==> src/core/fdcr_pkg.sv <==
// constants, offsets and types shared by the floppy controller register bank
package fdcr_pkg;

   // register byte offsets on the bus
   localparam logic [11:0] OFS_TAPE = 12'h000;
   localparam logic [11:0] OFS_STAT = 12'h004;
   localparam logic [11:0] OFS_RATE = 12'h008;

   // reset values
   localparam logic [1:0] TAPE_RST = 2'h0;
   localparam logic [1:0] RATE_RST = 2'h2;
   localparam logic [2:0] SHIFT_RST = 3'h0;
   localparam logic [7:0] STAT_IDLE = 8'h00;

   // rate/precomp/power register field positions
   localparam int RATE_LSB = 0;
   localparam int SHIFT_LSB = 2;
   localparam int SLEEP_BIT = 6;
   localparam int SWRST_BIT = 7;

   // main status bit positions
   localparam int STAT_REQ_BIT = 7;
   localparam int STAT_DIR_BIT = 6;
   localparam int STAT_NONDMA_BIT = 5;
   localparam int STAT_CMD_BIT = 4;

   // start-up time before the status register may report ready
   localparam int CLK_NS = 10;
   localparam int INIT_NS = 2500;
   localparam int INIT_CYC = (INIT_NS / CLK_NS) < 1 ? 1 : (INIT_NS / CLK_NS);

   // data-rate codes and rates in kb/s (mfm)
   localparam logic [1:0] RATE_1M = 2'h3;
   localparam logic [1:0] RATE_500K = 2'h0;
   localparam logic [1:0] RATE_300K = 2'h1;
   localparam logic [1:0] RATE_250K = 2'h2;
   localparam logic [10:0] KBPS_1M = 11'h3E8;
   localparam logic [10:0] KBPS_500K = 11'h1F4;
   localparam logic [10:0] KBPS_300K = 11'h12C;
   localparam logic [10:0] KBPS_250K = 11'h0FA;

   // write shift codes and delays in tenths of a nanosecond
   localparam logic [2:0] SHIFT_DEFAULT = 3'h0;
   localparam logic [11:0] SHIFT_000 = 12'h000;
   localparam logic [11:0] SHIFT_417 = 12'h1A1;
   localparam logic [11:0] SHIFT_833 = 12'h341;
   localparam logic [11:0] SHIFT_1250 = 12'h4E2;
   localparam logic [11:0] SHIFT_1667 = 12'h683;
   localparam logic [11:0] SHIFT_2083 = 12'h823;
   localparam logic [11:0] SHIFT_2500 = 12'h9C4;

   // start-up sequencer
   typedef enum logic [2:0]
   {
      ST_WAIT = 3'b001,
      ST_READY = 3'b010,
      ST_SLEEP = 3'b100
   } fdcr_init_e;

endpackage

==> src/core/fdcr_regs.sv <==
// tape assignment, main status and rate/precomp/power registers behind an ahb-lite slave
// How it works
// - tape field picks none or drive 1..3
// - drive 0 never gets tape support
// - upper tape bits ignored, read as zero
// - referenced tape drive runs separator in tape mode
// - soft reset keeps tape field
// - status register readable any time, no delay
// - status reads 00 until ready, then 80
// - request bit clears after each data byte
// - non-dma execution: request bit mirrors interrupt
// - direction bit: 0 host writes, 1 reads
// - bit 5 shows non-dma execution phase
// - command bit spans first byte to end
// - drive busy bits: seek sets, sense clears
// - rate register write-only; latest rate write wins
// - hard reset loads 02, soft keeps it
// - bit 7 pulses a self-clearing soft reset
// - bit 6 enters manual sleep
// - soft reset or data/status access wakes
// - rate code decode, fm halves, 11 illegal in fm
// - shift code decode with rate default
// - output-register reset bit holds reset while low
`timescale 1ns/10ps
module fdcr_regs
   import fdcr_pkg::*;
#(
   parameter int ADDR_W = 12
)
(
   input wire logic clk,
   input wire logic nrst,
   input wire logic hsel,
   input wire logic [ADDR_W-1:0] haddr,
   input wire logic [1:0] htrans,
   input wire logic hwrite,
   input wire logic [2:0] hsize,
   input wire logic [31:0] hwdata,
   input wire logic hready,
   output logic hreadyout,
   output logic hresp,
   output logic [31:0] hrdata,
   input wire logic digital_output_reg_reset,
   input wire logic config_control_reg_wr,
   input wire logic [1:0] config_control_reg_rate,
   input wire logic fm_mode,
   input wire logic data_xfer,
   input wire logic eng_ready,
   input wire logic eng_read_dir,
   input wire logic nondma_exec,
   input wire logic int_pin,
   input wire logic cmd_first_wr,
   input wire logic cmd_end,
   input wire logic [3:0] seek_start,
   input wire logic [3:0] sense_read,
   input wire logic [1:0] drive_ref,
   output logic tape_mode,
   output logic [1:0] tape_unit,
   output logic soft_reset,
   output logic osc_enable,
   output logic manual_sleep,
   output logic [1:0] bit_rate_sel,
   output logic [10:0] rate_kbps,
   output logic rate_illegal,
   output logic [2:0] write_shift_sel,
   output logic [11:0] shift_tenth_ns
);

   // offsets up to 0x008 need 4 address bits; the start-up counter is only 9 bits wide
   if (ADDR_W < 4 || ADDR_W > 12 || INIT_CYC > 512)
   begin : g_bad_param
      $error("fdcr_regs: ADDR_W must lie between 4 and 12 and the start-up count fit 9 bits");
   end

   // bus side state
   logic wr_pend_q;
   logic [ADDR_W-1:0] wr_addr_q;
   logic [31:0] hrdata_q;

   // register state
   logic [1:0] tape_q;
   logic [1:0] rate_q;
   logic [2:0] shift_q;
   logic sw_pulse_q;
   fdcr_init_e state_q;
   fdcr_init_e state_d;
   logic [8:0] init_cnt_q;
   logic req_q;
   logic tape_mode_q;
   logic [10:0] kbps_q;
   logic illegal_q;
   logic [11:0] shift_ns_q;
   logic cmd_flag;
   logic [3:0] busy_flag;

   // decode
   wire addr_phase = hsel & htrans[1] & hready;
   wire [11:0] ap_ofs = 12'(haddr);
   wire [11:0] dp_ofs = 12'(wr_addr_q);
   wire wr_tape = wr_pend_q & (dp_ofs == OFS_TAPE);
   wire wr_rate = wr_pend_q & (dp_ofs == OFS_RATE);
   wire stat_rd = addr_phase & ~hwrite & (ap_ofs == OFS_STAT);
   wire swrst_req = wr_rate & hwdata[SWRST_BIT];
   wire sleep_req = wr_rate & hwdata[SLEEP_BIT];
   wire srst = sw_pulse_q | ~digital_output_reg_reset;
   wire ready = (state_q == ST_READY);
   wire wake = srst | data_xfer | stat_rd;
   wire init_done = (init_cnt_q == 9'(INIT_CYC - 1));

   // status byte, zero while starting up or asleep
   wire host_request_flag = nondma_exec ? int_pin : req_q;
   wire [7:0] stat_live = {host_request_flag, eng_read_dir, nondma_exec, cmd_flag, busy_flag};
   wire [7:0] stat_val = ready ? stat_live : STAT_IDLE;

   // read mux: reserved tape bits and the write-only register read as zero,
   // since the bus cannot float single bits
   wire [31:0] rd_tape = {30'h0, tape_q};
   wire [31:0] rd_stat = {24'h00_0000, stat_val};
   wire [31:0] rd_mux = (ap_ofs == OFS_TAPE) ? rd_tape : ((ap_ofs == OFS_STAT) ? rd_stat : 32'h0000_0000);

   assign hreadyout = 1'b1;
   assign hresp = 1'b0;
   assign hrdata = hrdata_q;

   // address phase latch; hsize is not checked, only word transfers are used
   always_ff @(posedge clk)
   begin
      if (!nrst)
      begin
         wr_pend_q <= 1'b0;
         wr_addr_q <= '0;
         hrdata_q <= 32'h0000_0000;
      end
      else
      begin
         wr_pend_q <= addr_phase & hwrite;
         wr_addr_q <= addr_phase ? haddr : wr_addr_q;
         hrdata_q <= (addr_phase & ~hwrite) ? rd_mux : 32'h0000_0000;
      end
   end

   // tape assignment survives soft reset, only hard reset clears it
   always_ff @(posedge clk)
   begin
      if (!nrst)
         tape_q <= TAPE_RST;
      else if (wr_tape)
         tape_q <= hwdata[1:0];
   end

   // data rate follows whichever of the two registers was written last
   always_ff @(posedge clk)
   begin
      if (!nrst)
         rate_q <= RATE_RST;
      else if (wr_rate)
         rate_q <= hwdata[RATE_LSB +: 2];
      else if (config_control_reg_wr)
         rate_q <= config_control_reg_rate;
   end

   // bit 5 is dropped on write, bit 7 never stored
   always_ff @(posedge clk)
   begin
      if (!nrst)
         shift_q <= SHIFT_RST;
      else if (wr_rate)
         shift_q <= hwdata[SHIFT_LSB +: 3];
   end

   // one-cycle self-clearing soft reset
   always_ff @(posedge clk)
   begin
      if (!nrst)
         sw_pulse_q <= 1'b0;
      else
         sw_pulse_q <= swrst_req;
   end

   // soft reset is the pulse or the output-register bit held low
   assign soft_reset = srst;

   // start-up sequencer: counts oscillator settle, then reports ready
   always_comb
   begin
      state_d = state_q;
      case (state_q)
         ST_WAIT:
         begin
            if (sleep_req)
               state_d = ST_SLEEP;
            else if (init_done)
               state_d = ST_READY;
         end
         ST_READY:
         begin
            if (sleep_req)
               state_d = ST_SLEEP;
            else if (srst)
               state_d = ST_WAIT;
         end
         ST_SLEEP:
         begin
            if (wake)
               state_d = ST_WAIT;
         end
         default:
            state_d = ST_WAIT;
      endcase
   end

   always_ff @(posedge clk)
   begin
      if (!nrst)
         state_q <= ST_WAIT;
      else
         state_q <= state_d;
   end

   // counter restarts whenever the sequencer is not waiting, so every wait is full length
   always_ff @(posedge clk)
   begin
      if (!nrst)
         init_cnt_q <= 9'h000;
      else if (state_q != ST_WAIT || srst)
         init_cnt_q <= 9'h000;
      else if (!init_done)
         init_cnt_q <= init_cnt_q + 9'h001;
   end

   assign osc_enable = (state_q != ST_SLEEP);
   assign manual_sleep = (state_q == ST_SLEEP);

   // request bit drops after each data byte and returns when the engine is ready
   always_ff @(posedge clk)
   begin
      if (!nrst)
         req_q <= 1'b0;
      else if (srst || data_xfer)
         req_q <= 1'b0;
      else
         req_q <= eng_ready;
   end

   // command-in-progress flag
   fdcr_flag u_cmd_flag
   (
      .clk(clk),
      .nrst(nrst),
      .set(cmd_first_wr),
      .clr(cmd_end | srst),
      .q(cmd_flag)
   );

   // per-drive seek busy flags
   generate
      for (genvar i = 0; i < 4; i++)
      begin : g_busy
         fdcr_flag u_busy
         (
            .clk(clk),
            .nrst(nrst),
            .set(seek_start[i]),
            .clr(sense_read[i] | srst),
            .q(busy_flag[i])
         );
      end
   endgenerate

   // tape mode for the drive being referenced; code 0 and drive 0 never match
   wire tape_hit = (tape_q != 2'h0) & (drive_ref == tape_q);

   // rate decode, fm halves the mfm figure
   logic [10:0] kbps_mfm;
   always_comb
   begin
      case (rate_q)
         RATE_1M: kbps_mfm = KBPS_1M;
         RATE_500K: kbps_mfm = KBPS_500K;
         RATE_300K: kbps_mfm = KBPS_300K;
         RATE_250K: kbps_mfm = KBPS_250K;
         default: kbps_mfm = KBPS_250K;
      endcase
   end
   wire [10:0] kbps_d = fm_mode ? (kbps_mfm >> 1) : kbps_mfm;
   wire illegal_d = fm_mode & (rate_q == RATE_1M);

   // shift decode, code 0 takes the rate-dependent default
   logic [11:0] shift_d;
   always_comb
   begin
      case (shift_q)
         3'h7: shift_d = SHIFT_000;
         3'h1: shift_d = SHIFT_417;
         3'h2: shift_d = SHIFT_833;
         3'h3: shift_d = SHIFT_1250;
         3'h4: shift_d = SHIFT_1667;
         3'h5: shift_d = SHIFT_2083;
         3'h6: shift_d = SHIFT_2500;
         SHIFT_DEFAULT: shift_d = (rate_q == RATE_1M) ? SHIFT_417 : SHIFT_1250;
         default: shift_d = SHIFT_1250;
      endcase
   end

   // decoded outputs are registered, one cycle behind the fields
   always_ff @(posedge clk)
   begin
      if (!nrst)
      begin
         tape_mode_q <= 1'b0;
         kbps_q <= KBPS_250K;
         illegal_q <= 1'b0;
         shift_ns_q <= SHIFT_1250;
      end
      else
      begin
         tape_mode_q <= tape_hit;
         kbps_q <= kbps_d;
         illegal_q <= illegal_d;
         shift_ns_q <= shift_d;
      end
   end

   assign tape_mode = tape_mode_q;
   assign tape_unit = tape_q;
   assign bit_rate_sel = rate_q;
   assign rate_kbps = kbps_q;
   assign rate_illegal = illegal_q;
   assign write_shift_sel = shift_q;
   assign shift_tenth_ns = shift_ns_q;
endmodule // fdcr_regs

==> src/core/fdcr_flag.sv <==
// sticky status flag where a set always wins over a clear
`timescale 1ns/10ps
module fdcr_flag
(
   input wire logic clk,
   input wire logic nrst,
   input wire logic set,
   input wire logic clr,
   output logic q
);
   logic flag_q;
   logic flag_d;

   assign flag_d = set ? 1'b1 : (clr ? 1'b0 : flag_q);
   assign q = flag_q;

   always_ff @(posedge clk)
   begin
      if (!nrst)
         flag_q <= 1'b0;
      else
         flag_q <= flag_d;
   end
endmodule // fdcr_flag

==> config.mk <==
export PLATFORM = sky130hd
export DESIGN_NAME = fdcr_regs
export DESIGN_NICKNAME = d
export VERILOG_FILES = /design/src/core/fdcr_pkg.sv /design/src/core/fdcr_regs.sv /design/src/core/fdcr_flag.sv
export SDC_FILE = /design/constraint.sdc
export NUM_CORES = 1
export LEC_CHECK = 0
export BUFFER_PORTS_ARGS = -buffer_cell sky130_fd_sc_hd__clkbuf_2
export CAP_MARGIN = 30
export CORE_ASPECT_RATIO = 2
export CORE_MARGIN = 2
export CORE_UTILIZATION = 35
export CTS_CLUSTER_DIAMETER = 80
export DETAILED_ROUTE_END_ITERATION = 6
export GPL_ROUTABILITY_DRIVEN = 0
export PLACE_DENSITY = 0.75
export SYNTH_ARGS = -nofsm -noshare
export SYNTH_HDL_FRONTEND = slang
export SYNTH_SLANG_ARGS = --single-unit
export TNS_END_PERCENT = 10
==> constraint.sdc <==
create_clock -name clk -period 2.5 [get_ports clk]
set_input_delay 0.25 -clock clk [delete_from_list [all_inputs] [get_ports clk]]
set_output_delay 0.25 -clock clk [all_outputs]
set_load 0.02 [all_outputs]
* Word level (Yosys, flattened, before mapping) *
Cells that the tools add are included.

storage, ports and cells
  register bits = 96
  input bits = 76
  output and inout bits = 69
  word-level logic and storage cells = 116

operators by class
  add/sub/neg operators = 1
  equal/unequal tests = 22
  multiplexer cells = 26
  bitwise gates (word level) = 25
  reductions and logical operators = 20

operators with widths
  operator               number
  $pmux W12 S8           1
  $pmux W11 S4           1
  $logic_not A12 Y1      2
  $eq A3 B3 Y1 const B   5
  $mux W3                5
  $reduce_bool A2 Y1     7
  $eq A12 B3 Y1 const B  1
  $eq A12 B4 Y1 const B  1
  $and A1 B1 Y1          11
  $mux W1                11
  $mux W11               1
  $mux W10               1
  $mux W2                5
  $add A9 B1 Y9 const B  1
  $eq A3 B2 Y1 const B   3
  $eq A9 B8 Y1 const B   1
  $ne A3 B3 Y1 const B   3
  $pmux W3 S3            1
  $or A1 B1 Y1           8
  $eq A3 B1 Y1 const B   2
  $not A1 Y1             6
  $reduce_or A2 Y1       3
  $reduce_or A5 Y1       1
  $eq A2 B2 Y1 const B   2
  other kinds (10)       11

* Longest topological paths before layout *
  depth after elaboration = 7
  depth in mapped cells = 6
  mapped depth without buffers = 6

* Modules after synthesis *
A second synthesis with hierarchy kept.

unflattened totals
  cells, all modules = 333
  area total of the unflattened synthesis = 3,004.1 um^2

by module, submodules not included
  module     instances  cells an instance  area each (um^2)  seq. area each (um^2)
  fdcr_regs  1          318                2,797.7           1,281.2
  fdcr_flag  5          3                  41.3              20.0

* Worst setup path after synthesis *
OpenSTA, ideal clock, no wires.

  path kind = reg2reg
  start = reg wr_addr_q[4], in the netlist dp_ofs[4]
  end = reg state_q[2]
  library setup time = 0.058 ns
  data arrival time = 1.802 ns
  data required time = 2.442 ns
  slack = 0.640 ns
  stages on the path, launching flop included = 6
  path buffers = 1
  clock period less this slack = 1.860 ns
  cell sequence = dfxtp_1 or4_4 or4_4 buf_6 nor4b_4 o21a_1

on the way
  word-level cells in the longest chain between the ends = 5
  elaborated cells between the ends (all ways) = 9
  those cells by class = 3 x eq/ne; 3 x mux; 2 x bitwise; 1 x reduce/logical

ends and longest elaborated chain
  item                                                               line              source
  start: declaration                                                 fdcr_regs.sv:77   logic [ADDR_W-1:0] wr_addr_q;
  start signal: assignment                                           fdcr_regs.sv:137  wr_addr_q <= addr_phase ? haddr : wr_addr_q;
  $eq A12 B4 Y1 *                                                    fdcr_regs.sv:101  wire wr_rate = wr_pend_q & (dp_ofs == OFS_RATE);
  $and A1 B1 Y1 *                                                    fdcr_regs.sv:101
  $and A1 B1 Y1 *                                                    fdcr_regs.sv:104  wire sleep_req = wr_rate & hwdata[SLEEP_BIT];
  $ne A3 B3 Y1 (no source line) (tied with other cells)              --
  $reduce_and A3 Y1 (no source line) or $pmux W3 S3 (tied branches)  --
  end signal: assignment                                             fdcr_regs.sv:217  state_q <= state_d;
  end: declaration                                                   fdcr_regs.sv:85   fdcr_init_e state_q;

Every way passes the cells marked *; elsewhere a longest branch is shown, timed or not.
A chain may end at the register's enable or synchronous reset.

* Worst setup path in the final report *
Same ends and word-level chain as after synthesis.

==> impl_metrics.csv <==
group,metric,value,unit
floorplan,core,8230,µm²
floorplan,die_h,134,µm
grt,antenna_found_initial,0,
timing,maxSlewHeadroom,0.569,
timing,drv_slew,0,
route,first_iter_violations,45,
yosys,netlist_top_cells_count,"69 x dfxtp_1, 44 x nand2_1, 29 x buf_4, 19 x nor2_1, 14 x clkbuf_1",
yosys,yosysTopAreaCell,"dfxtp_1",
critical_path,cp-start-kind,"flip-flop",
layout,layout-drive-gt1-share,0.263,
layout,diodes,0,
layout,fin_nets,484,
critical_path,worst_setup_path_end_kind,"flip-flop",
clock_tree,cts_root_buffer,"clkbuf_16",
route,antenna_left,0,
timing,timing.fmax,0.520,GHz
route,drc,0,
route,vias_per_cell,4.69,
grt,grt_pass1_wl,9.96,mm
yosys,synth_warnings,0,
clock_tree,cts_sinks,69,
yosys,synth_ff_type,"dfxtp_1",
floorplan,start_util,0.360,
layout,n_fill_cell,849,
job,maxCapViolCount,0,
placement,dp_cells,493,
floorplan,die_w,69.1,µm
critical_path,cp.arrival,2.19,ns
clock_tree,cts_resized,0,
yosys,synth_top_area_frac,0.466,
timing,min_period,1.92,ns
clock_tree,cts_setup_buffers,0,
route,vias,2389,
power_and_ir_drop,p_leak,1.63,nW
placement,detailed_place_hpwl,4.87,mm
clock_tree,cts_htree_levels,3,
timing,tns,0,ns
yosys,synth_async_sr_flop_share,0,
grt,overflow,0,
critical_path,worstSetupPathType,"reg -> reg",
route,drt_first_pass_iters,4,
grt,grt_max_degree,41,
floorplan,ios,145,
critical_path,worstPathMaxFanout,7,
yosys,synth_cells,326,
outcome,outcome,"complete, no violations",
min_path,hold_path.class,"in -> reg",
layout,multi_input_area,1370,µm²
timing,rsz0062_at_grt,"no",
floorplan,dieArea,9270,µm²
layout,ff_latch_area,1380,µm²
critical_path,slowest_delay,0.62,ns
min_path,hold_path_depth,2,
power_and_ir_drop,power_density,752,nW/µm²
grt,grt_pass1_vias,2307,
yosys,syn_avg_cell_area,9.10,µm²
timing,worst_pin_slew,0.641,ns
route,wl_per_cell,12.2,µm
yosys,yosysSeqAreaShare,0.466,
timing,timing.final.crit_share,0.770,
clock_tree,clkLatencyLatePin,0.32,ns
clock_tree,cts_buffers,9,
critical_path,crit_chain,"or4_4 -> or4_4 -> nor4b_4 -> o21a_1",
clock_tree,clk_path_buf_depth,2,
yosys,synth_edf_count,0,
critical_path,required,2.77,ns
yosys,synth_cell_types,47,
clock_tree,ctsHoldBuffers,0,
layout,stdcell_count,509,
yosys,netlist_area,2970,µm²
timing,skew,0.00658,ns
yosys,ys_top_cells_by_area,"dfxtp_1 47%, buf_4 7.3%, nand2_1 5.6%, a21boi_0 3.0%, mux2i_1 2.7%",
critical_path,ff2ff_path_depth,4,
clock_tree,path_clk_slew,0.05,ns
critical_path,slowest_stage,"or4_4",
timing,setup-violations-final,0,
floorplan,rows,47,
layout,area_delta_synth_final,24.2,%
yosys,synth_seq_cells,69,
route,drt_wl_total,6.21,mm
grt,grtUsageTotal,0.135,
clock_tree,cts_tree,"built",
placement,portBuffers,86,
critical_path,path_common_cell,"or4_4",
power_and_ir_drop,peakVddDrop,0.000442,V
timing,hold_viol_final,0,
yosys,synth_most_common_cell,"dfxtp_1",
-- cell usage in the layout (no fill, tap or decap), types with 2 or more instances in the layout --
master,netlist,routed
a21boi_0,12,12
xnor2_1,6,6
a31oi_1,2,2
and3_1,9,9
inv_1,6,6
nand2_1,44,44
o21ai_0,7,7
nor3_1,5,5
o21a_1,7,7
nor4_1,2,2
ha_1,2,2
nand2b_1,5,5
conb_1,2,29
o211ai_1,2,2
nor3b_1,10,10
bufinv_16,0,3
or3_1,2,2
a21oi_1,6,6
and2_1,6,6
nor2b_1,9,9
nor4bb_1,3,3
clkbuf_16,0,9
nand3_1,7,7
or4_1,6,6
nor2_1,19,19
nand4_1,2,2
clkbuf_2,0,86
mux2i_1,8,8
dfxtp_1,69,69
o22ai_1,3,3
or4_4,2,2
xor2_1,3,3
nand3b_1,2,2
-- power breakdown --
group	switching [mW]	leakage, nW	internal, mW
Combinational	0.126	0.908	0.0720
Clock	0.453	0.163	0.973
Sequential	0.0180	0.561	1.13
Total	0.596	1.63	2.17
-- kinds of logic after synthesis --
logic type | after synthesis | share of synthesized area
compound gates | 44 | 0.0996
xor+xnor | 9 | 0.0266
fa+ha+maj | 3 | 0.0118
buf+inv | 52 | 0.105
flops | 69 | 0.466
mux | 8 | 0.0270
other cells | 2 | 0.00253
simple gates | 139 | 0.262
-- stage by stage --
stage	utilization	worst slack (ns)	hold WS (ns)	area, µm²	total power [mW]
after detailed placement	0.406	0.469	0.436	3340	1.37
after CTS	0.447	0.570	0.0930	3680	2.80
after floorplan	-	0.640	0.326	3070	1.33
after global routing	0.447	0.517	0.108	3680	2.86
after global placement	0.406	0.489	0.429	3340	1.36
final	0.447	0.576	0.103	3680	2.77
-- final timing paths --
kind	startpoint	endpoint	slack, ns
max	dp_ofs[4]	state_q[2]	0.58
min reg2reg	g_busy[3].u_busy.q	hrdata[3]	0.45
min	data_xfer	req_q	0.10
max reg2reg	dp_ofs[4]	state_q[2]	0.58
-- area by class of cell --
| type | instances | area share |
|---|---|---|
| Tap cell | 98 | 0.0333 |
| Timing Repair Buffer | 87 | 0.119 |
| Inverter | 7 | 0.00714 |
| Clock buffer | 10 | 0.0622 |
| Sequential cell | 69 | 0.375 |
| Multi-Input combinational cell | 232 | 0.373 |
| Clock inverter | 6 | 0.0302 |
-- sequential cells by signal, summed over array words and instances, names as in the netlist, 2 cells and up --
register	count
shift_tenth_ns	10
tape_unit	2
dp_ofs	12
hrdata	8
g_busy.u_busy.q	4
state_q	3
bit_rate_sel	2
write_shift_sel	3
init_cnt_q	9
rate_kbps	10
-- worst max-delay path: cells and delay by family, from the launching register on --
family	cells	cell delay [ns]
compound gates	1	0.13
flops	1	0.31
simple gates	3	1.43
-- routing by layer --
metal  vias up  track usage  part of all wire
li1       1208            -                 -
met3         9       0.0458             0.059
met4         0       0.0697             0.022
met5         -            0                 0
met1      1093        0.123              0.35
met2        79        0.257              0.57
(Power assumes the default switching activity.)
